==> src/rtl/col_ctl_map.vh <==
// Register offsets, field layouts and reset values of the column clock/reset and I/O control block
`ifndef COL_CTL_MAP_VH
`define COL_CTL_MAP_VH

`define NUM_COLS 8
`define NUM_PINS 8

`define OFF_CLK_SEL 12'h000
`define OFF_RST_SEL 12'h004
`define OFF_OE_SEL 12'h008
`define OFF_IO_REG 12'h00c
`define OFF_STATUS 12'h010

// Two-bit selector codes for column clock and column reset
`define SEL_GLOBAL 2'h0
`define SEL_EXPRESS 2'h1
`define SEL_CELL_A 2'h2
`define SEL_CONST1 2'h3

// Two-bit output-enable selector codes
`define OE_ALWAYS 2'h0
`define OE_NEVER 2'h1
`define OE_VBUS 2'h2
`define OE_HBUS 2'h3

`define CLK_SEL_RST 16'hffff
`define RST_SEL_RST 16'hffff
`define OE_SEL_RST 16'h5555
`define IO_REG_RST 16'h0000

`define IO_REG_IN_LSB 0
`define IO_REG_OUT_LSB 8
`define STATUS_CLK_LSB 0
`define STATUS_RST_LSB 8

`endif

==> src/rtl/column_clock_reset_and_io_cells.v <==
// Column clock and reset distribution with perimeter I/O cell control, APB configured
//
// Function
// RULE1: per-column clock mux, four sources
// RULE2: columns clocked independently, global clock low-skew
// RULE3: constant-1 clock gives column no edges
// RULE4: global clock feeds both upper corners
// RULE5: per-column reset mux, four sources
// RULE6: constant-1 reset never resets column
// RULE7: global reset feeds both lower corners
// RULE8: power-up resets all array registers
// RULE9: A pin: exit A drives, input feeds entrance A
// RULE10: B pins use B ports; types alternate
// RULE11: output enable from four choices
// RULE12: outputs never drive after power-up
// RULE13: optional registering of pin in and out
// RULE14: entrance/exit edge ports meet express buses
// RULE15: untouched array parts keep running on reconfig
// RULE16: array registers use rising column clock edge
// RULE17: global reset asynchronous, config never touches it; here global_rst_pin_n passes two pclk flops and a register before any column
// RULE18: selectors held static in configuration memory
`timescale 1ns/1ns
`include "col_ctl_map.vh"
module column_clock_reset_and_io_cells (
    input wire pclk,
    input wire presetn,
    // APB slave
    input wire psel,
    input wire penable,
    input wire pwrite,
    input wire [11:0] paddr,
    input wire [31:0] pwdata,
    output reg [31:0] prdata,
    output reg pready,
    output reg pslverr,
    // Global pins
    input wire global_clk_pin,
    input wire global_rst_pin_n,
    // Per-column sources from the array
    input wire [`NUM_COLS-1:0] xbus_clk_in,
    input wire [`NUM_COLS-1:0] head_cell_a_out,
    input wire [`NUM_COLS-1:0] xbus_rst_in,
    input wire [`NUM_COLS-1:0] foot_cell_a_out,
    // Column clock level, rising-edge strobe and active-low reset
    output reg [`NUM_COLS-1:0] col_clk_r,
    output reg [`NUM_COLS-1:0] col_tick_r,
    output reg [`NUM_COLS-1:0] col_rst_n_r,
    // Corner cell A inputs
    output reg upper_left_corner_in,
    output reg upper_right_corner_in,
    output reg lower_left_corner_in,
    output reg lower_right_corner_in,
    // I/O pins (three-signal form)
    input wire [`NUM_PINS-1:0] pin_in,
    output reg [`NUM_PINS-1:0] pin_out,
    output reg [`NUM_PINS-1:0] pin_oe,
    // Exit cell edge-facing outputs and output-cell local buses
    input wire [`NUM_PINS-1:0] exit_cell_a_out,
    input wire [`NUM_PINS-1:0] exit_cell_b_out,
    input wire [`NUM_PINS-1:0] out_cell_vbus,
    input wire [`NUM_PINS-1:0] out_cell_hbus,
    // Entrance cell edge-facing inputs
    output reg [`NUM_PINS-1:0] entr_cell_a_in,
    output reg [`NUM_PINS-1:0] entr_cell_b_in,
    // Entrance cell edge-facing outputs onto express buses
    input wire [`NUM_PINS-1:0] entr_cell_a_out,
    input wire [`NUM_PINS-1:0] entr_cell_b_out,
    output reg [`NUM_PINS-1:0] xbus_a_drive,
    output reg [`NUM_PINS-1:0] xbus_b_drive,
    // Express buses into exit cell edge-facing inputs
    input wire [`NUM_PINS-1:0] xbus_a_in,
    input wire [`NUM_PINS-1:0] xbus_b_in,
    output reg [`NUM_PINS-1:0] exit_cell_a_in,
    output reg [`NUM_PINS-1:0] exit_cell_b_in
);
    // Configuration memory
    reg [15:0] clk_sel_r;
    reg [15:0] rst_sel_r;
    reg [15:0] oe_sel_r;
    reg [15:0] io_reg_r;

    wire gclk_s;
    wire grst_n_s;
    wire [`NUM_PINS-1:0] pin_in_s;

    reg [`NUM_COLS-1:0] clk_src;
    reg [`NUM_COLS-1:0] rst_src_n;
    reg [`NUM_PINS-1:0] out_src;
    reg [`NUM_PINS-1:0] oe_src;
    reg [`NUM_PINS-1:0] pin_out_nxt;
    reg [`NUM_PINS-1:0] in_hold_r;
    reg [`NUM_PINS-1:0] out_hold_r;
    reg [`NUM_PINS-1:0] in_val;
    reg [`NUM_PINS-1:0] entr_a_nxt;
    reg [`NUM_PINS-1:0] entr_b_nxt;
    reg [31:0] rdata_nxt;
    reg addr_ok;
    integer ci;
    integer pi;

    wire acc_start = psel & penable & ~pready;
    wire acc_done = psel & penable & pready;

    function sel4;
        input [1:0] sel;
        input src_global;
        input src_express;
        input src_cell;
        begin
            case (sel)
                `SEL_GLOBAL: sel4 = src_global;
                `SEL_EXPRESS: sel4 = src_express;
                `SEL_CELL_A: sel4 = src_cell;
                default: sel4 = 1'b1;
            endcase
        end
    endfunction

    // A completed APB write to one word
    function wr_hit;
        input done;
        input wr;
        input [11:0] addr;
        input [11:0] off;
        begin
            wr_hit = done & wr & (addr == off);
        end
    endfunction

    // Pins alternate in type around the edge: even A-type, odd B-type
    function pin_is_a;
        input integer idx;
        begin
            pin_is_a = (idx % 2 == 0);
        end
    endfunction

    // Pins are asynchronous to pclk and pass two flops first
    sync2 #(.W(2)) u_gsync (
        .pclk(pclk),
        .presetn(presetn),
        .d({global_clk_pin, global_rst_pin_n}),
        .q({gclk_s, grst_n_s})
    );

    sync2 #(.W(`NUM_PINS)) u_psync (
        .pclk(pclk),
        .presetn(presetn),
        .d(pin_in),
        .q(pin_in_s)
    );

    // Register decode
    always @* begin
        addr_ok = 1'b1;
        rdata_nxt = 32'h0000_0000;
        case (paddr)
            `OFF_CLK_SEL: rdata_nxt = {16'h0000, clk_sel_r};
            `OFF_RST_SEL: rdata_nxt = {16'h0000, rst_sel_r};
            `OFF_OE_SEL: rdata_nxt = {16'h0000, oe_sel_r};
            `OFF_IO_REG: rdata_nxt = {16'h0000, io_reg_r};
            `OFF_STATUS: rdata_nxt = {16'h0000, ~col_rst_n_r, col_clk_r};
            default: addr_ok = 1'b0;
        endcase
    end

    // One wait state: pready rises in the second access cycle
    always @(posedge pclk or negedge presetn) begin
        if (!presetn) begin
            pready <= 1'b0;
        end else begin
            pready <= acc_start;
        end
    end

    // Answer data and error stand only while pready is high
    always @(posedge pclk or negedge presetn) begin
        if (!presetn) begin
            pslverr <= 1'b0;
            prdata <= 32'h0000_0000;
        end else begin
            if (acc_start) begin
                pslverr <= ~addr_ok;
                prdata <= (pwrite | ~addr_ok) ? 32'h0000_0000 : rdata_nxt;
            end else if (acc_done) begin
                pslverr <= 1'b0;
                prdata <= 32'h0000_0000;
            end
        end
    end

    // Each selector word has its own write, so every other column and pin runs on [RULE15]
    always @(posedge pclk or negedge presetn) begin
        if (!presetn) begin
            clk_sel_r <= `CLK_SEL_RST;
        end else if (wr_hit(acc_done, pwrite, paddr, `OFF_CLK_SEL)) begin
            clk_sel_r <= pwdata[15:0]; // [RULE18]
        end
    end

    always @(posedge pclk or negedge presetn) begin
        if (!presetn) begin
            rst_sel_r <= `RST_SEL_RST;
        end else if (wr_hit(acc_done, pwrite, paddr, `OFF_RST_SEL)) begin
            rst_sel_r <= pwdata[15:0]; // [RULE18]
        end
    end

    // Power-up leaves every driver off until software picks a source
    always @(posedge pclk or negedge presetn) begin
        if (!presetn) begin
            oe_sel_r <= `OE_SEL_RST; // [RULE12]
        end else if (wr_hit(acc_done, pwrite, paddr, `OFF_OE_SEL)) begin
            oe_sel_r <= pwdata[15:0]; // [RULE18]
        end
    end

    always @(posedge pclk or negedge presetn) begin
        if (!presetn) begin
            io_reg_r <= `IO_REG_RST;
        end else if (wr_hit(acc_done, pwrite, paddr, `OFF_IO_REG)) begin
            io_reg_r <= pwdata[15:0]; // [RULE13]
        end
    end

    // Column source selection
    always @* begin
        for (ci = 0; ci < `NUM_COLS; ci = ci + 1) begin
            clk_src[ci] = sel4(clk_sel_r[2*ci +: 2], gclk_s, xbus_clk_in[ci], head_cell_a_out[ci]); // [RULE1] [RULE2]
            rst_src_n[ci] = sel4(rst_sel_r[2*ci +: 2], grst_n_s, xbus_rst_in[ci], foot_cell_a_out[ci]); // [RULE5]
        end
    end

    // A held-high source never shows a rising edge, so the tick stays quiet
    always @(posedge pclk or negedge presetn) begin
        if (!presetn) begin
            col_clk_r <= {`NUM_COLS{1'b1}};
            col_tick_r <= {`NUM_COLS{1'b0}};
        end else begin
            col_clk_r <= clk_src;
            col_tick_r <= clk_src & ~col_clk_r; // [RULE3] [RULE16]
        end
    end

    // Power-up holds every column in reset, whatever its selection
    always @(posedge pclk or negedge presetn) begin
        if (!presetn) begin
            col_rst_n_r <= {`NUM_COLS{1'b0}}; // [RULE8]
        end else begin
            col_rst_n_r <= rst_src_n; // [RULE6] [RULE17]
        end
    end

    // Upper corner cells see the global clock directly, bypassing the column muxes
    always @(posedge pclk or negedge presetn) begin
        if (!presetn) begin
            upper_left_corner_in <= 1'b0;
            upper_right_corner_in <= 1'b0;
        end else begin
            upper_left_corner_in <= gclk_s; // [RULE4]
            upper_right_corner_in <= gclk_s; // [RULE4]
        end
    end

    // The lower corners see the global reset the same way
    always @(posedge pclk or negedge presetn) begin
        if (!presetn) begin
            lower_left_corner_in <= 1'b0;
            lower_right_corner_in <= 1'b0;
        end else begin
            lower_left_corner_in <= grst_n_s; // [RULE7]
            lower_right_corner_in <= grst_n_s; // [RULE7]
        end
    end

    // Even pins are A-type, odd pins B-type
    always @* begin
        for (pi = 0; pi < `NUM_PINS; pi = pi + 1) begin
            out_src[pi] = pin_is_a(pi) ? exit_cell_a_out[pi] : exit_cell_b_out[pi]; // [RULE9] [RULE10]
            in_val[pi] = io_reg_r[`IO_REG_IN_LSB + pi] ? in_hold_r[pi] : pin_in_s[pi]; // [RULE13]
            pin_out_nxt[pi] = io_reg_r[`IO_REG_OUT_LSB + pi] ? out_hold_r[pi] : out_src[pi]; // [RULE13]
            entr_a_nxt[pi] = pin_is_a(pi) ? in_val[pi] : 1'b0; // [RULE9]
            entr_b_nxt[pi] = pin_is_a(pi) ? 1'b0 : in_val[pi]; // [RULE10]
            case (oe_sel_r[2*pi +: 2])
                `OE_ALWAYS: oe_src[pi] = 1'b1; // [RULE11]
                `OE_NEVER: oe_src[pi] = 1'b0;
                `OE_VBUS: oe_src[pi] = ~out_cell_vbus[pi]; // [RULE11]
                default: oe_src[pi] = ~out_cell_hbus[pi]; // [RULE11]
            endcase
        end
    end

    // Registered mode adds one stage by sampling only on the column-0 tick
    always @(posedge pclk or negedge presetn) begin
        if (!presetn) begin
            in_hold_r <= {`NUM_PINS{1'b0}};
            out_hold_r <= {`NUM_PINS{1'b0}};
        end else if (col_tick_r[0]) begin
            in_hold_r <= pin_in_s; // [RULE13]
            out_hold_r <= out_src; // [RULE13]
        end
    end

    // Drivers stay off through reset whatever the enable selection
    always @(posedge pclk or negedge presetn) begin
        if (!presetn) begin
            pin_out <= {`NUM_PINS{1'b0}};
            pin_oe <= {`NUM_PINS{1'b0}}; // [RULE12]
        end else begin
            pin_out <= pin_out_nxt;
            pin_oe <= oe_src;
        end
    end

    // The entrance port of the other pin type is held low
    always @(posedge pclk or negedge presetn) begin
        if (!presetn) begin
            entr_cell_a_in <= {`NUM_PINS{1'b0}};
            entr_cell_b_in <= {`NUM_PINS{1'b0}};
        end else begin
            entr_cell_a_in <= entr_a_nxt;
            entr_cell_b_in <= entr_b_nxt;
        end
    end

    // Entrance cells drive the perpendicular express buses
    always @(posedge pclk or negedge presetn) begin
        if (!presetn) begin
            xbus_a_drive <= {`NUM_PINS{1'b0}};
            xbus_b_drive <= {`NUM_PINS{1'b0}};
        end else begin
            xbus_a_drive <= entr_cell_a_out; // [RULE14]
            xbus_b_drive <= entr_cell_b_out; // [RULE14]
        end
    end

    // Exit cells take their edge-facing inputs from the same buses
    always @(posedge pclk or negedge presetn) begin
        if (!presetn) begin
            exit_cell_a_in <= {`NUM_PINS{1'b0}};
            exit_cell_b_in <= {`NUM_PINS{1'b0}};
        end else begin
            exit_cell_a_in <= xbus_a_in; // [RULE14]
            exit_cell_b_in <= xbus_b_in; // [RULE14]
        end
    end
endmodule // column_clock_reset_and_io_cells

==> src/rtl/sync2.v <==
// Two-flop synchroniser for pin inputs
`timescale 1ns/1ns
module sync2 #(
    parameter W = 1
) (
    input wire pclk,
    input wire presetn,
    input wire [W-1:0] d,
    output reg [W-1:0] q
);
    reg [W-1:0] meta_r;

    // Only the second flop is ever read
    always @(posedge pclk or negedge presetn) begin
        if (!presetn) begin
            meta_r <= {W{1'b0}};
            q <= {W{1'b0}};
        end else begin
            meta_r <= d;
            q <= meta_r;
        end
    end
endmodule // sync2

==> config.mk <==
export PLATFORM = sky130hd
export DESIGN_NAME = column_clock_reset_and_io_cells
export DESIGN_NICKNAME = d
export VERILOG_FILES = /design/src/rtl/column_clock_reset_and_io_cells.v /design/src/rtl/sync2.v
export VERILOG_INCLUDE_DIRS = /design/src /design/src/rtl
export SDC_FILE = /design/constraint.sdc
export NUM_CORES = 1
export LEC_CHECK = 0
export ABC_AREA = 1
export BUFFER_PORTS_ARGS = -buffer_cell sky130_fd_sc_hd__buf_4
export CORE_ASPECT_RATIO = 1.5
export CORE_UTILIZATION = 25
export CTS_CLUSTER_SIZE = 12
export DETAILED_ROUTE_END_ITERATION = 8
export SYNTH_ARGS = -nofsm -noshare
export SYNTH_HDL_FRONTEND = slang
export SYNTH_SLANG_ARGS = --single-unit
==> constraint.sdc <==
create_clock -name pclk -period 1.7 [get_ports pclk]
set_clock_uncertainty 0.05 [all_clocks]
set_input_delay 0.34 -clock pclk [delete_from_list [all_inputs] [get_ports pclk]]
set_output_delay 0.34 -clock pclk [all_outputs]
set_load 0.005 [all_outputs]
==> flow_summary.rst <==
.. list-table::
   :header-rows: 1

   * - Metric
     - Value
   * - Fillers
     - 3170
   * - Leakage dissipation
     - 5.671 nW
   * - Peak VDD IR
     - 0.7382 mV
   * - Signal arrival time at the worst endpoint
     - 1170 ps
   * - Worst reg2reg setup slack
     - 190 ps
   * - Number of port buffers
     - 232
   * - Via count of the first global-routing pass
     - 6901
   * - Total count of max-transition violations in the final report
     - 0
   * - Summed instance area of the synthesized netlist
     - 0.008025 mm2
   * - Worst hold-check slack
     - 27.76 ps
   * - Worst setup path category
     - flip-flop to output port
   * - Share of cells above drive strength 1
     - 30.90%
   * - Height of the die
     - 221.4 um
   * - Pin count of the biggest net entering global routing
     - 51
   * - Most used flip-flop cell after synthesis
     - sky130_fd_sc_hd__dfrtp_1
   * - Maximum clock path buffer count
     - 2
   * - Sinks on Clock Net
     - 200
   * - Inserted Clock Buffers
     - 17
   * - Top-area cell type share of the netlist area
     - 47.40%
   * - Effective utilization at floorplan
     - 25.29%
   * - Max-Slew Margin vs Limit
     - 65.10%
   * - Endpoint class of the critical path
     - output port
   * - Number of synthesized register bits
     - 200
   * - Core Footprint
     - 0.03173 mm2
   * - Total congestion overflow
     - 0
   * - Required time of the critical path
     - 1310 ps
   * - Most area-consuming cells after synthesis
     - sky130_fd_sc_hd__dfrtp_1 47%, sky130_fd_sc_hd__dfstp_2 16%, sky130_fd_sc_hd__nand2_1 11%
   * - HP Start
     - out_cell_hbus[2]
   * - Slowest Stage Delay on Critical Path
     - 590 ps
   * - CTS tree
     - done
   * - Floorplan die area
     - 0.03284 mm2
   * - Warnings from Yosys
     - 0
   * - Worst-case setup slack after placement
     - -63.46 ps
   * - Placement Rows
     - 80
   * - Setup crit start
     - col_clk_r[3]
   * - Clock Root Buffer
     - sky130_fd_sc_hd__clkbuf_16
   * - Crit path max fanout
     - 3
   * - Detailed-route wire length
     - 24460 um
   * - Number of nets still failing antenna checks after routing
     - 0
   * - Proportion of register bits with asynchronous set or reset after synthesis
     - 100.0%
   * - DRC viols
     - 0
   * - Final net count
     - 1294
   * - Die width
     - 148.3 um
   * - Cell count of the worst hold path
     - 2
   * - Cell total after placement
     - 1487
   * - Sequential-to-total area share from yosys stat
     - 63.11%
   * - Vias per cell
     - 4.282
   * - EDFF count, synth
     - 0
   * - Count of cell instances traversed by the critical path
     - 1
   * - DRC marker count from the first detailed-route iteration
     - 353
   * - Buf+Inv Stages, Crit Path
     - 1
   * - Final std cells w/o fill
     - 1563
   * - Capture point of the worst reg-to-reg path
     - oe_sel_r[11]
   * - Number of instances resized during post-cts repair
     - 0
   * - Reg-to-reg critical path startpoint
     - pready
   * - Yosys top cell by area
     - sky130_fd_sc_hd__dfrtp_1
   * - Clock transition time at the flip-flop clock pins of the worst setup and hold paths
     - 70 ps
   * - Weighted congestion reported at the end of routability-driven placement
     - 0.8013
   * - Slew @ Worst Pin
     - 523.4 ps
   * - Final sum of negative setup slack
     - 0 ps
   * - Clock insertion delay at the later pin of the skew report
     - 450 ps
   * - Synth-to-Final Area Change
     - 43.17%
   * - Initial antenna violation count
     - 2
   * - Via count
     - 6693
   * - End of the worst hold path
     - pin_oe[2]
   * - Power density over cell area
     - 862.8 mW/mm2
   * - Status
     - finished clean
   * - Critical path launch point type
     - flip-flop
   * - Chain of cells forming the critical path
     - buf_4
   * - Gate family responsible for the most delay along the worst path
     - flip-flops
   * - Average instance area after synthesis
     - 9.453 um2
   * - Total design power
     - 9.913 mW
   * - DPL Wire Length
     - 18640 um
   * - Global-route usage over all layers
     - 15.62%
   * - Setup WS post-layout
     - 138.5 ps
   * - Slowest cell on the critical path
     - sky130_fd_sc_hd__dfstp_2
   * - Cell count after synthesis
     - 849
   * - H-tree depth
     - 4
   * - Commonest cells after routing, fill and taps aside
     - 249 x sky130_fd_sc_hd__buf_4, 226 x sky130_fd_sc_hd__nand2_1, 152 x sky130_fd_sc_hd__dfrtp_1
   * - Shortest period the worst path allows
     - 1562 ps
   * - First drt pass iteration count
     - 4
   * - Number of different library cells in the post-synthesis netlist
     - 25
   * - Path depth of the worst reg2reg path
     - 6
   * - I/O pin total
     - 281
   * - WL/cell
     - 15.65 um
   * - Hold Crit Class
     - input port to flip-flop
   * - Commonest non-fill, non-tap cell in the layout
     - sky130_fd_sc_hd__buf_4
   * - RSZ-0062 raised after global routing
     - no
   * - Final hold violations
     - 0
   * - Highest clock rate
     - 640.4 MHz
   * - First-pass GRT wire length
     - 37910 um
   * - Count of final setup violators
     - 0
   * - Final clock period utilization by the worst path
     - 91.85%
   * - Max Cap Violations
     - 0
-- final cells by class --
| type | instances | area, um2 | area share (%) |
|---|---|---|---|
| sequential | 200 | 5065 | 44.08 |
| clock inverter | 13 | 170.2 | 1.481 |
| clock buffer | 19 | 442.9 | 3.855 |
| timing repair buffer | 308 | 2614 | 22.75 |
| tap | 410 | 513.0 | 4.465 |
| inverter | 69 | 259.0 | 2.254 |
| antenna | 1 | 2.502 | 0.02178 |
| multi-input combinational | 543 | 2424 | 21.09 |
-- cell usage after synthesis, types with 2 or more instances --
master,n
sky130_fd_sc_hd__o21ai_0,89
sky130_fd_sc_hd__nand2_1,226
sky130_fd_sc_hd__nor2_2,4
sky130_fd_sc_hd__a21oi_1,16
sky130_fd_sc_hd__nor2_4,3
sky130_fd_sc_hd__nor2_1,46
sky130_fd_sc_hd__a31oi_1,8
sky130_fd_sc_hd__clkbuf_1,17
sky130_fd_sc_hd__dfrtp_1,152
sky130_fd_sc_hd__buf_4,29
sky130_fd_sc_hd__o21ai_1,7
sky130_fd_sc_hd__inv_1,68
sky130_fd_sc_hd__nand3_2,3
sky130_fd_sc_hd__o22ai_1,8
sky130_fd_sc_hd__dfstp_2,48
sky130_fd_sc_hd__buf_6,2
sky130_fd_sc_hd__buf_2,12
sky130_fd_sc_hd__nand3_1,104
-- per-layer routing --
layer	global-route usage, %	up-vias	routed length [um]
met3	3.732	64	1353
met5	0	-	12
met2	26.40	226	12250
met4	10.58	2	1518
met1	17.19	3140	9321
li1	-	3261	-
-- flip-flops by register name (all words and copies together) (netlist names), 4 cells and up --
| signal | cells |
|---|---|
| rst_sel_r | 16 |
| in_hold_r | 8 |
| entr_cell_b_in | 4 |
| exit_cell_a_in | 8 |
| col_rst_n_r | 8 |
| clk_sel_r | 16 |
| exit_cell_b_in | 8 |
| pin_out | 8 |
| col_clk_r | 8 |
| prdata | 16 |
| oe_sel_r | 16 |
| pin_oe | 8 |
| xbus_a_drive | 8 |
| io_reg_r | 16 |
| xbus_b_drive | 8 |
| col_tick_r | 8 |
| u_psync.q | 8 |
| out_hold_r | 8 |
| u_psync.meta_r | 8 |
| entr_cell_a_in | 4 |
-- through the flow --
| stage | utilization, % | instance area [um2] |
|---|---|---|
| floorplan | - | 8112 |
| global placement | 32.91 | 10440 |
| detailed placement | 32.91 | 10440 |
| CTS | 36.20 | 11490 |
| global route | 36.21 | 11490 |
| finish | 36.21 | 11490 |
-- power by group --
| part | internal [mW] | switching, mW |
|---|---|---|
| Sequential | 4.87 | 0.0524 |
| Clock | 2.37 | 1.89 |
| Combinational | 0.406 | 0.325 |
-- cell families after synthesis --
family	synth area share, %
simple gates	20.75
flops	63.11
buf+inv	7.764
other cells	0.04673
compound gates	8.326
-- worst max-delay path by stage --
stage | end | slack, ps
final | col_clk_r[3] | 140
after floorplan | oe_sel_r[11] | 220
after global placement | prdata[13] | -60
after global routing | oe_sel_r[11] | 60
after CTS | col_clk_r[3] | 100
after detailed placement | clk_sel_r[13] | -60
-- repair_timing --
action                                  CTS  global route
hold buffers                             43             0
buffers inserted                          0             0
endpoints found under the setup margin    0             0
hold endpoints to repair                 72             0
Note: power is estimated with default switching activity, not from simulation.
